==> src/cbt_map.svh <==
// register map, field positions, reset values and timing constants for the bit timing block
`ifndef CBT_MAP_SVH
`define CBT_MAP_SVH
// Notes on behaviour
// RULE_01 - timing register writable only in init mode
// RULE_02 - bit7 sample select, 6:4 seg2, 3:0 seg1
// RULE_03 - single sample mode: bit equals sample-point sample
// RULE_04 - three sample mode: majority of three samples
// RULE_05 - three samples need phase buffer one >= 2 Tq
// RULE_06 - prefer single sample at high bit rates
// RULE_07 - seg2 length is code plus one; 000 invalid
// RULE_08 - seg1 length is code plus one; 0000-0010 invalid
// RULE_09 - bit period is (1+seg1+seg2) times prescale
// RULE_10 - segments fix bit length and sample point
// RULE_11 - six-bit prescaler divides by code plus one
// RULE_12 - init active when request and acknowledge both high
// RULE_13 - sync quantum, seg1, sample, then seg2
`define CBT_OFS_CTRL      12'h000
`define CBT_OFS_PRESCALE  12'h002
`define CBT_OFS_TIMING    12'h003
`define CBT_OFS_STATUS    12'h004
`define CBT_OFS_COUNT     12'h005
`define CBT_TIM_SAMPLE_COUNT_SELECT_BIT  7
`define CBT_TIM_SEG2_HI   6
`define CBT_TIM_SEG2_LO   4
`define CBT_TIM_SEG1_HI   3
`define CBT_TIM_SEG1_LO   0
`define CBT_TIM_RESET     8'h00
`define CBT_PRE_RESET     6'h00
`define CBT_SEG2_MIN      3'h1
`define CBT_SEG1_MIN      4'h3
`define CBT_ACK_DELAY     2
`endif

==> src/cbt_pkg.sv <==
// types shared by the bit timing block
package cbt_pkg;
	typedef enum logic [1:0] {
		CBT_SYNC = 2'b00,
		CBT_SEG1 = 2'b01,
		CBT_SEG2 = 2'b10
	} cbt_phase_e;
endpackage

==> src/cbt_bit_timing.sv <==
// bit timing segment generator with apb register slave
//
// The implementer's own choice: the APB register port.
`timescale 1ns/1ns
`include "cbt_map.svh"
module cbt_bit_timing
	import cbt_pkg::*;
(
	input  wire logic        pclk,
	input  wire logic        presetn,
	input  wire logic        psel,
	input  wire logic        penable,
	input  wire logic        pwrite,
	input  wire logic [11:0] paddr,
	input  wire logic [31:0] pwdata,
	output logic      [31:0] prdata,
	output logic             pready,
	output logic             pslverr,
	input  wire logic        can_rx,
	output logic             rx_bit,
	output logic             rx_bit_valid,
	output logic             tq_tick,
	output logic             init_acknowledge
);
	logic        init_request_q;
	logic        init_ack_q;
	logic [1:0]  ack_cnt_q;
	logic [5:0]  tq_prescaler_q;
	logic [7:0]  timing_q;
	logic [5:0]  pre_cnt_q;
	logic [3:0]  tq_cnt_q;
	cbt_phase_e  phase_q;
	logic [2:0]  sample_count_select_q;
	logic        rx_s1_q;
	logic        rx_s2_q;
	logic        init_active;
	logic        wr_en;
	logic        tick;
	logic        sample_count_select;
	logic [2:0]  phase_segment_two_len;
	logic [3:0]  segment_one_len;
	logic [3:0]  seg_last;
	logic        seg_done;

	function automatic logic majority3(input logic [2:0] s);
		majority3 = (s[0] & s[1]) | (s[0] & s[2]) | (s[1] & s[2]);
	endfunction

	function automatic logic addr_is(input logic [11:0] a, input logic [11:0] ofs);
		// offsets are word indices; each register owns one aligned 32-bit word
		addr_is = (a == {ofs[9:0], 2'b00});
	endfunction

	assign sample_count_select   = timing_q[`CBT_TIM_SAMPLE_COUNT_SELECT_BIT]; // [RULE_02]
	assign phase_segment_two_len = timing_q[`CBT_TIM_SEG2_HI:`CBT_TIM_SEG2_LO]; // [RULE_02]
	assign segment_one_len       = timing_q[`CBT_TIM_SEG1_HI:`CBT_TIM_SEG1_LO]; // [RULE_02]
	assign init_active = init_request_q & init_ack_q; // [RULE_12]
	assign wr_en = psel & penable & pwrite;

	// apb: zero wait states, byte address is four times the register index
	always_ff @(posedge pclk or negedge presetn) begin
		if (!presetn) begin
			pready  <= 1'b0;
			pslverr <= 1'b0;
			prdata  <= 32'h0000_0000;
		end else begin
			pready  <= psel & ~penable;
			pslverr <= 1'b0;
			prdata  <= 32'h0000_0000;
			if (psel & ~penable & ~pwrite) begin
				if (addr_is(paddr, `CBT_OFS_CTRL)) begin
					prdata <= {31'h0, init_request_q};
				end else if (addr_is(paddr, `CBT_OFS_PRESCALE)) begin
					prdata <= {26'h0, tq_prescaler_q};
				end else if (addr_is(paddr, `CBT_OFS_TIMING)) begin
					prdata <= {24'h0, timing_q};
				end else if (addr_is(paddr, `CBT_OFS_STATUS)) begin
					prdata <= {28'h0, phase_q, rx_bit, init_ack_q};
				end else if (addr_is(paddr, `CBT_OFS_COUNT)) begin
					prdata <= {28'h0, tq_cnt_q};
				end
			end
		end
	end

	always_ff @(posedge pclk or negedge presetn) begin
		if (!presetn) begin
			init_request_q <= 1'b0;
		end else if (wr_en && pready && addr_is(paddr, `CBT_OFS_CTRL)) begin
			init_request_q <= pwdata[0];
		end
	end

	// acknowledge follows request after a short settle
	always_ff @(posedge pclk or negedge presetn) begin
		if (!presetn) begin
			ack_cnt_q  <= 2'h0;
			init_ack_q <= 1'b0;
		end else if (init_request_q != init_ack_q) begin
			if (ack_cnt_q == 2'(`CBT_ACK_DELAY)) begin
				ack_cnt_q  <= 2'h0;
				init_ack_q <= init_request_q; // [RULE_12]
			end else begin
				ack_cnt_q <= ack_cnt_q + 2'h1;
			end
		end else begin
			ack_cnt_q <= 2'h0;
		end
	end

	always_ff @(posedge pclk or negedge presetn) begin
		if (!presetn) begin
			timing_q       <= `CBT_TIM_RESET; // [RULE_02]
			tq_prescaler_q <= `CBT_PRE_RESET;
		end else if (wr_en && pready && init_active) begin // [RULE_01]
			if (addr_is(paddr, `CBT_OFS_TIMING)) begin
				timing_q <= pwdata[7:0];
			end else if (addr_is(paddr, `CBT_OFS_PRESCALE)) begin
				tq_prescaler_q <= pwdata[5:0];
			end
		end
	end

	always_ff @(posedge pclk or negedge presetn) begin
		if (!presetn) begin
			rx_s1_q <= 1'b1;
			rx_s2_q <= 1'b1;
		end else begin
			rx_s1_q <= can_rx;
			rx_s2_q <= rx_s1_q;
		end
	end

	// quantum prescaler: divide by code plus one; held in init
	assign tick = ~init_active && (pre_cnt_q == tq_prescaler_q); // [RULE_11]
	always_ff @(posedge pclk or negedge presetn) begin
		if (!presetn) begin
			pre_cnt_q <= 6'h00;
			tq_tick   <= 1'b0;
		end else begin
			tq_tick <= tick;
			if (init_active || tick) begin
				pre_cnt_q <= 6'h00;
			end else begin
				pre_cnt_q <= pre_cnt_q + 6'h01;
			end
		end
	end

	// segment length is code plus one quanta; counter runs 0..code
	always_comb begin
		case (phase_q)
			CBT_SEG1: seg_last = segment_one_len; // [RULE_08]
			CBT_SEG2: seg_last = {1'b0, phase_segment_two_len}; // [RULE_07]
			default:  seg_last = 4'h0;
		endcase
	end
	assign seg_done = tick && (tq_cnt_q == seg_last);

	// sync, seg1, seg2: total 1+seg1+seg2 quanta per bit
	always_ff @(posedge pclk or negedge presetn) begin
		if (!presetn) begin
			phase_q  <= CBT_SYNC;
			tq_cnt_q <= 4'h0;
		end else if (init_active) begin
			phase_q  <= CBT_SYNC;
			tq_cnt_q <= 4'h0;
		end else if (seg_done) begin // [RULE_09] [RULE_10] [RULE_13]
			tq_cnt_q <= 4'h0;
			case (phase_q)
				CBT_SYNC: phase_q <= CBT_SEG1;
				CBT_SEG1: phase_q <= CBT_SEG2;
				default:  phase_q <= CBT_SYNC;
			endcase
		end else if (tick) begin
			tq_cnt_q <= tq_cnt_q + 4'h1;
		end
	end

	// samples in the last three quanta of seg1; last one is the sample point
	always_ff @(posedge pclk or negedge presetn) begin
		if (!presetn) begin
			sample_count_select_q       <= 3'h7;
			rx_bit       <= 1'b1;
			rx_bit_valid <= 1'b0;
		end else begin
			rx_bit_valid <= 1'b0;
			// widened so a 16-quantum segment one does not wrap the compare
			if (tick && phase_q == CBT_SEG1 && ({1'b0, tq_cnt_q} + 5'h02) >= {1'b0, seg_last}) begin
				sample_count_select_q <= {sample_count_select_q[1:0], rx_s2_q};
			end
			if (seg_done && phase_q == CBT_SEG1) begin
				rx_bit_valid <= 1'b1;
				if (sample_count_select) begin
					rx_bit <= majority3({sample_count_select_q[1:0], rx_s2_q}); // [RULE_04] [RULE_05]
				end else begin
					rx_bit <= rx_s2_q; // [RULE_03]
				end
			end
		end
	end

	always_ff @(posedge pclk or negedge presetn) begin
		if (!presetn) begin
			init_acknowledge <= 1'b0;
		end else begin
			init_acknowledge <= init_ack_q;
		end
	end

	AST_WRITE_GATED: assert property (@(posedge pclk) disable iff (!presetn) // [RULE_01]
		!init_active |=> $stable(timing_q))
		else $error("timing changed outside init mode");
	AST_SINGLE: assert property (@(posedge pclk) disable iff (!presetn) // [RULE_03]
		(seg_done && phase_q == CBT_SEG1 && !sample_count_select) |=> rx_bit == $past(rx_s2_q))
		else $error("single sample mismatch");
	AST_MAJ: assert property (@(posedge pclk) disable iff (!presetn) // [RULE_04]
		(seg_done && phase_q == CBT_SEG1 && sample_count_select)
		|=> rx_bit == majority3({$past(sample_count_select_q[1:0]), $past(rx_s2_q)}))
		else $error("majority mismatch");
	AST_PRESCALE: assert property (@(posedge pclk) disable iff (!presetn) // [RULE_11]
		tick && !init_active |-> pre_cnt_q == tq_prescaler_q)
		else $error("prescaler count wrong");
	AST_INIT_HOLD: assert property (@(posedge pclk) disable iff (!presetn) // [RULE_12]
		init_active |=> phase_q == CBT_SYNC && tq_cnt_q == 4'h0)
		else $error("bit timing ran in init");
	AST_SEG_BOUND: assert property (@(posedge pclk) disable iff (!presetn) // [RULE_10]
		tq_cnt_q <= seg_last || phase_q == CBT_SYNC)
		else $error("segment overrun");
	AST_ORDER: assert property (@(posedge pclk) disable iff (!presetn) // [RULE_13]
		(seg_done && phase_q == CBT_SYNC && !init_active) |=> phase_q == CBT_SEG1)
		else $error("sync not followed by seg1");
	AST_VALID_PULSE: assert property (@(posedge pclk) disable iff (!presetn) // [RULE_09]
		rx_bit_valid |=> !rx_bit_valid)
		else $error("valid longer than one cycle");
	AST_PREADY_PULSE: assert property (@(posedge pclk) disable iff (!presetn) // [RULE_01]
		pready |=> !pready)
		else $error("pready held longer than one cycle");
	AST_TICK_PULSE: assert property (@(posedge pclk) disable iff (!presetn) // [RULE_11]
		tq_tick && tq_prescaler_q != 6'h00 |=> !tq_tick)
		else $error("quantum tick too long");
	COV_INIT: cover property (@(posedge pclk) disable iff (!presetn) init_active);
	COV_LONG_SEG1: cover property (@(posedge pclk) disable iff (!presetn) rx_bit_valid && segment_one_len == 4'hf);
	COV_TRIPLE: cover property (@(posedge pclk) disable iff (!presetn) rx_bit_valid && sample_count_select);
	COV_SINGLE: cover property (@(posedge pclk) disable iff (!presetn) rx_bit_valid && !sample_count_select);
endmodule

==> config.mk <==
export PLATFORM = sky130hd
export DESIGN_NAME = cbt_bit_timing
export DESIGN_NICKNAME = d
export VERILOG_FILES = /design/src/cbt_pkg.sv /design/src/cbt_bit_timing.sv
export VERILOG_INCLUDE_DIRS = /design/src
export SDC_FILE = /design/constraint.sdc
export NUM_CORES = 1
export LEC_CHECK = 0
export BUFFER_PORTS_ARGS = -buffer_cell sky130_fd_sc_hd__buf_2
export CAP_MARGIN = 40
export CORE_MARGIN = 3
export CORE_UTILIZATION = 35
export CTS_CLUSTER_SIZE = 12
export DETAILED_ROUTE_END_ITERATION = 8
export PLACE_DENSITY = 0.7
export SLEW_MARGIN = 25
export SYNTH_ARGS = -nofsm -noshare
export SYNTH_HDL_FRONTEND = slang
export SYNTH_SLANG_ARGS = --single-unit
==> constraint.sdc <==
create_clock -name pclk -period 3.1 [get_ports pclk]
set_input_delay 0 -clock pclk [delete_from_list [all_inputs] [get_ports pclk]]
set_output_delay 0 -clock pclk [all_outputs]
set_load 0.1 [all_outputs]
**Word-level counts from Yosys, hierarchy flattened**

Cells that the tools add are included.

- Flip-flop bits (word level): 71
- Output and inout bits: 38
- Logic and storage cells: 80

- $add $sub $neg: 4
- $lt $le $gt $ge: 1
- Equality and inequality tests: 10
- Multiplexer cells: 18
- Bitwise gates (word level): 14
- Reduce and logical (&&, ||, !) cells: 16

Operator list:

| cell | number |
|---|---|
| 32-bit two-way mux | 2 |
| 12-bit by 4-bit == test with 1-bit output (second input constant) | 2 |
| 12-bit by 5-bit == test with 1-bit output (second input constant) | 2 |
| 4-bit two-way mux | 5 |
| 8-bit two-way mux | 2 |
| 12-bit logical NOT | 1 |
| 1-bit AND | 8 |
| 1-bit logical AND | 8 |
| 2-bit two-way mux | 4 |
| 4-bit case mux with 2 select lines | 1 |
| 6-bit by 1-bit adder with 6-bit output (second input constant) | 1 |
| 6-bit == test | 1 |
| 6-bit two-way mux | 1 |
| 4-bit by 2-bit adder with 5-bit output (second input constant) | 1 |
| 5-bit by 4-bit greater-or-equal comparator with 1-bit output | 1 |
| 4-bit by 1-bit adder with 4-bit output (second input constant) | 1 |
| 2-bit == test (second input constant) | 2 |
| 4-bit == test | 1 |
| 1-bit inverter | 4 |
| 2-bit case mux with 2 select lines | 1 |
| 2-bit AND reduction | 2 |
| 3-bit AND reduction | 1 |
| 3-bit nonzero test | 1 |
| 2-bit by 1-bit adder with 2-bit output (second input constant) | 1 |
| 7 further kinds | 9 |

**Longest topological paths before layout**

- Depth in word-level cells: 7
- Mapped depth: 10

**Worst setup path before layout**

OpenSTA, ideal clock, no wires.

- Kind: register to register
- Start point: register phase_q[1]
- End point: register sample_count_select_q[0]
- Setup time: 85 ps
- Arrival: 2114 ps
- Data required time: 3015 ps
- Setup slack: 901 ps
- Cell stages (with the launch flop): 11
- Path buffers: 0
- Period minus slack after synthesis: 2199 ps
- Cell sequence: dfrtp_1 inv_1 ha_1 a22oi_1 nor2b_1 ha_1 nand2b_1 a211oi_1 o21ai_0 and3_4 mux2_1

- Word-level cells in the longest chain between the ends: 4

RTL lines:

| element | line | RTL |
|---|---|---|
| start: declaration | cbt_bit_timing.sv:32 | `cbt_phase_e phase_q;` |
| start signal: assignment | cbt_bit_timing.sv:163 | `phase_q <= CBT_SYNC;` |
| start signal: assignment | cbt_bit_timing.sv:166 | `phase_q <= CBT_SYNC;` |
| start signal: assignment | cbt_bit_timing.sv:171 | `CBT_SYNC: phase_q <= CBT_SEG1;` |
| 2-bit == test or 2-bit by 1-bit == test with 1-bit output (tied branches) | cbt_bit_timing.sv:152, cbt_bit_timing.sv:189 |  |
| 4-bit case mux with 2 select lines | cbt_bit_timing.sv:152 | `case (phase_q)` |
| 5-bit by 4-bit greater-or-equal comparator with 1-bit output | cbt_bit_timing.sv:189 | `if (tick && phase_q == CBT_SEG1 && ({1'b0, tq_cnt_q} + 5'h02) >= {1'b0, seg_last}) begin` |
| 1-bit logical AND * | cbt_bit_timing.sv:189 |  |
| end signal: assignment | cbt_bit_timing.sv:190 | `sample_count_select_q <= {sample_count_select_q[1:0], rx_s2_q};` |
| end: declaration | cbt_bit_timing.sv:33 | `logic [2:0] sample_count_select_q;` |

Mark *: on every way between the ends. The rest lies on a longest branch, timed or not.
A chain may end at the register's enable or synchronous reset.

**Worst setup path in the final report**

Ends and elaborated chain as after synthesis.

==> results.toml <==
[timing]
setup_tns_ps = 0
final.min_clock_period_ps = 2460
layout_setup_ws_ps = 639
fin_skew_ps = 2.95
setup-violations-final = 0
fin_crit_sh_pct = 79.4
rsz0062_at_grt = "no"
slew_headroom_pct = 61.4
fmax_mhz = 406
finalHoldViolations = 0
tightest_slew_ps = 580
drv_slew = 0

[logic_synthesis]
seq_area_frac_synth_pct = 45.2
synth_top_area_share_pct = 40.2
synthArstFlopShare_pct = 100
yosysMostFrequentCell = "dfrtp_1"
synth_edf_count = 0
ys.warnings.count = 0
syn_inst = 244
ys_seq_elements = 47
ys_top_cells_by_area = "dfrtp_1 40%, mux2_2 7.3%, buf_4 7.2%, ha_1 5.3%, dfstp_2 5.0%"
synth-main-ff-cell = "dfrtp_1"
netlist_area_um2 = 2620
synth_commonest_cells = "42 x dfrtp_1, 25 x buf_4, 19 x nand2_1, 17 x mux2_2, 17 x nor2_1"
synth_largest_area_cell = "dfrtp_1"
syn_avg_cell_area_um2 = 10.7
synth_cell_types = 45

[clocking]
root_buffer = "clkbuf_8"
path_clk_slew_ps = 80
cts_sinks = 47
clk-insertion-delay-late_ps = 290
clockBufferDepth = 2
cts_resized = 0
cts_tree = "yes"
h-tree-depth = 2
cts_made_buffers = 5

[setup_path]
path_buf_inv = 1
critPathTopFamily = "adder cells"
crit_path_start_kind = "flop"
crit_fanout = 7
critPathCaptureType = "flop"
arrival_ps = 2680
crit_path_max_incr_delay_ps = 390
path_cells = "inv_1 > ha_1 > a22oi_1 > nor2b_1 > ha_1 > nand2b_1 > a211oi_1 > o21ai_0 > and3_4 > mux2_1"
cp_common_cell = "ha_1"
critPathKind = "flop to flop"
crit_required_ps = 3320
slowest_stage = "dfrtp_1"

[floorplan]
die_w_um = 92.4
rows = 30
core_area_um2 = 7020
dieArea_um2 = 8540
die_y_um = 92.4
start_util_pct = 37.3
pin_count = 88

[grt]
grt_pass1_vias = 1817
grt-ovfl-total = 0
grt_first_pass_wirelength_um = 8460
antenna_found_initial = 0
grt.met1_usage_pct = 16.7
grt_max_degree = 48
grt_usage_pct = 12.4
grt_util_met3_pct = 2.84
grt.busiest_layer = "met2"
met2_usage_pct = 20.3

[detailed_routing]
drc = 0
wl_um = 5000
drtAntennaViolNets = 0
post_drt_wl_per_cell_um = 12.7
drt_iter0_drc = 53
vias = 1859
vias_per_cell = 4.73
dr.pass1.iters = 4

[worst_hold_path]
min_path_type = "input pin to flop"

[placed_design]
io_buffer_count = 38
post-place-cells = 373
place_ws_ps = 660
dp_hpwl_um = 3800
dpl-instance-area_um2 = 2820
gp_congestion = 0.845

[pwr]
power_density_nw_per_um2 = 421
power_mw = 1.28
peakVddDrop_uv = 249
leakage_nw = 1.49

[flow_run]
cap_violations = 0

[finish]
stdcell_area_um2 = 3050
syn2layout_area_growth_pct = 16.7
drive_above_1_share_pct = 26.6
n_antenna_cell = 0
nets = 357
stdcell_count = 393

[run_status]
status = "finished, final reports clean"
-- logic make-up (layout without fill, tap and decap cells) --
| family | count (synthesis) | count (layout) | synth area share, % |
|---|---|---|---|
| adders and majority gates | 11 | 11 | 5.26 |
| other | 1 | 25 | 0.143 |
| xor gates and xnor gates | 12 | 12 | 4.02 |
| buffers and inverters | 40 | 69 | 9.66 |
| muxes | 23 | 23 | 9.81 |
| AOI/OAI and AO/OA | 35 | 35 | 9.00 |
| DFF | 47 | 47 | 45.2 |
| and+or+nand+nor | 75 | 75 | 16.9 |
-- where the power goes --
part | switching, mW | leakage (nW) | internal (mW)
clock | 0.193 | 0.0612 | 0.261
sequential | 0.00246 | 0.630 | 0.619
combinational | 0.178 | 0.796 | 0.0302
total | 0.373 | 1.49 | 0.910
-- final timing paths --
check                            from                       end  depth (start not counted)  slack [ps]
min reg2reg                   rx_s1_q                   rx_s2_q                          0         360
min                            pwrite                 prdata[0]                          4          20
min in group asynchronous     presetn                 prdata[7]                          2         240
max in group asynchronous     presetn         tq_prescaler_q[2]                          2        2450
max reg2reg                phase_q[1]  sample_count_select_q[0]                         10         640
max                        phase_q[1]  sample_count_select_q[0]                         10         640
-- layout by cell type (no fill, tap or decap), drive strengths merged, types with 3 or more instances in the layout --
| cell | synthesis | layout |
|---|---|---|
| clkbuf | 2 | 6 |
| xor2 | 6 | 6 |
| nor2b | 5 | 5 |
| dfrtp | 42 | 42 |
| nor2 | 19 | 19 |
| a211o | 3 | 3 |
| and3 | 5 | 5 |
| dlygate4sd3 | 0 | 12 |
| buf | 28 | 39 |
| a21oi | 11 | 11 |
| ha | 11 | 11 |
| xnor2 | 6 | 6 |
| nand2b | 3 | 3 |
| dfstp | 5 | 5 |
| nor4 | 3 | 3 |
| nand2 | 19 | 19 |
| conb | 1 | 25 |
| nand3 | 7 | 7 |
| inv | 9 | 9 |
| nor3 | 5 | 5 |
| mux2 | 21 | 21 |
| o21ai | 11 | 11 |
-- worst reg2reg max path: stages (launching register included) --
cell	delay, ps
dfrtp_1	390
inv_1	120
ha_1	330
a22oi_1	150
nor2b_1	120
ha_1	270
nand2b_1	160
a211oi_1	210
o21ai_0	130
and3_4	200
mux2_1	310
-- registers in the layout, indices dropped and copies added, names as in the netlist, 2 cells and up --
register / cells
ack_cnt_q: 2
phase_q: 2
prdata: 8
pre_cnt_q: 6
sample_count_select_q: 2
timing_q: 8
tq_cnt_q: 4
tq_prescaler_q: 6
-- per-layer routing --
layer,part of all wire (%),routed length (um)
met1,47,2360
met5,0,0
met4,0.86,43
met2,47,2370
met3,4.4,222
-- stage by stage --
stage | util, % | hold slack, ps
6_report | 43.5 | 24.6
4_1_cts | 43.5 | 11.4
5_1_grt | 43.5 | 50.6
3_3_place_gp | 40.1 | 108
3_5_place_dp | 40.1 | 44.6
2_1_floorplan | - | -296
-- repair_timing --
| action | 4_1_cts | 5_1_grt |
|---|---|---|
| endpoints found under the hold margin | 59 | 0 |
| setup buffers | 0 | 0 |
| hold buffers | 12 | 0 |
-- final cells by class --
type / count / area, um^2
clock inverters: 2 / 35.0
clock buffers: 6 / 82.6
well taps: 96 / 120
multi-input cells: 181 / 1270
fillers: 684 / 3970
flip-flops and latches: 47 / 1180
repair buffers: 51 / 320
inverters: 10 / 42.5
Power figures use the tool's default switching activity.
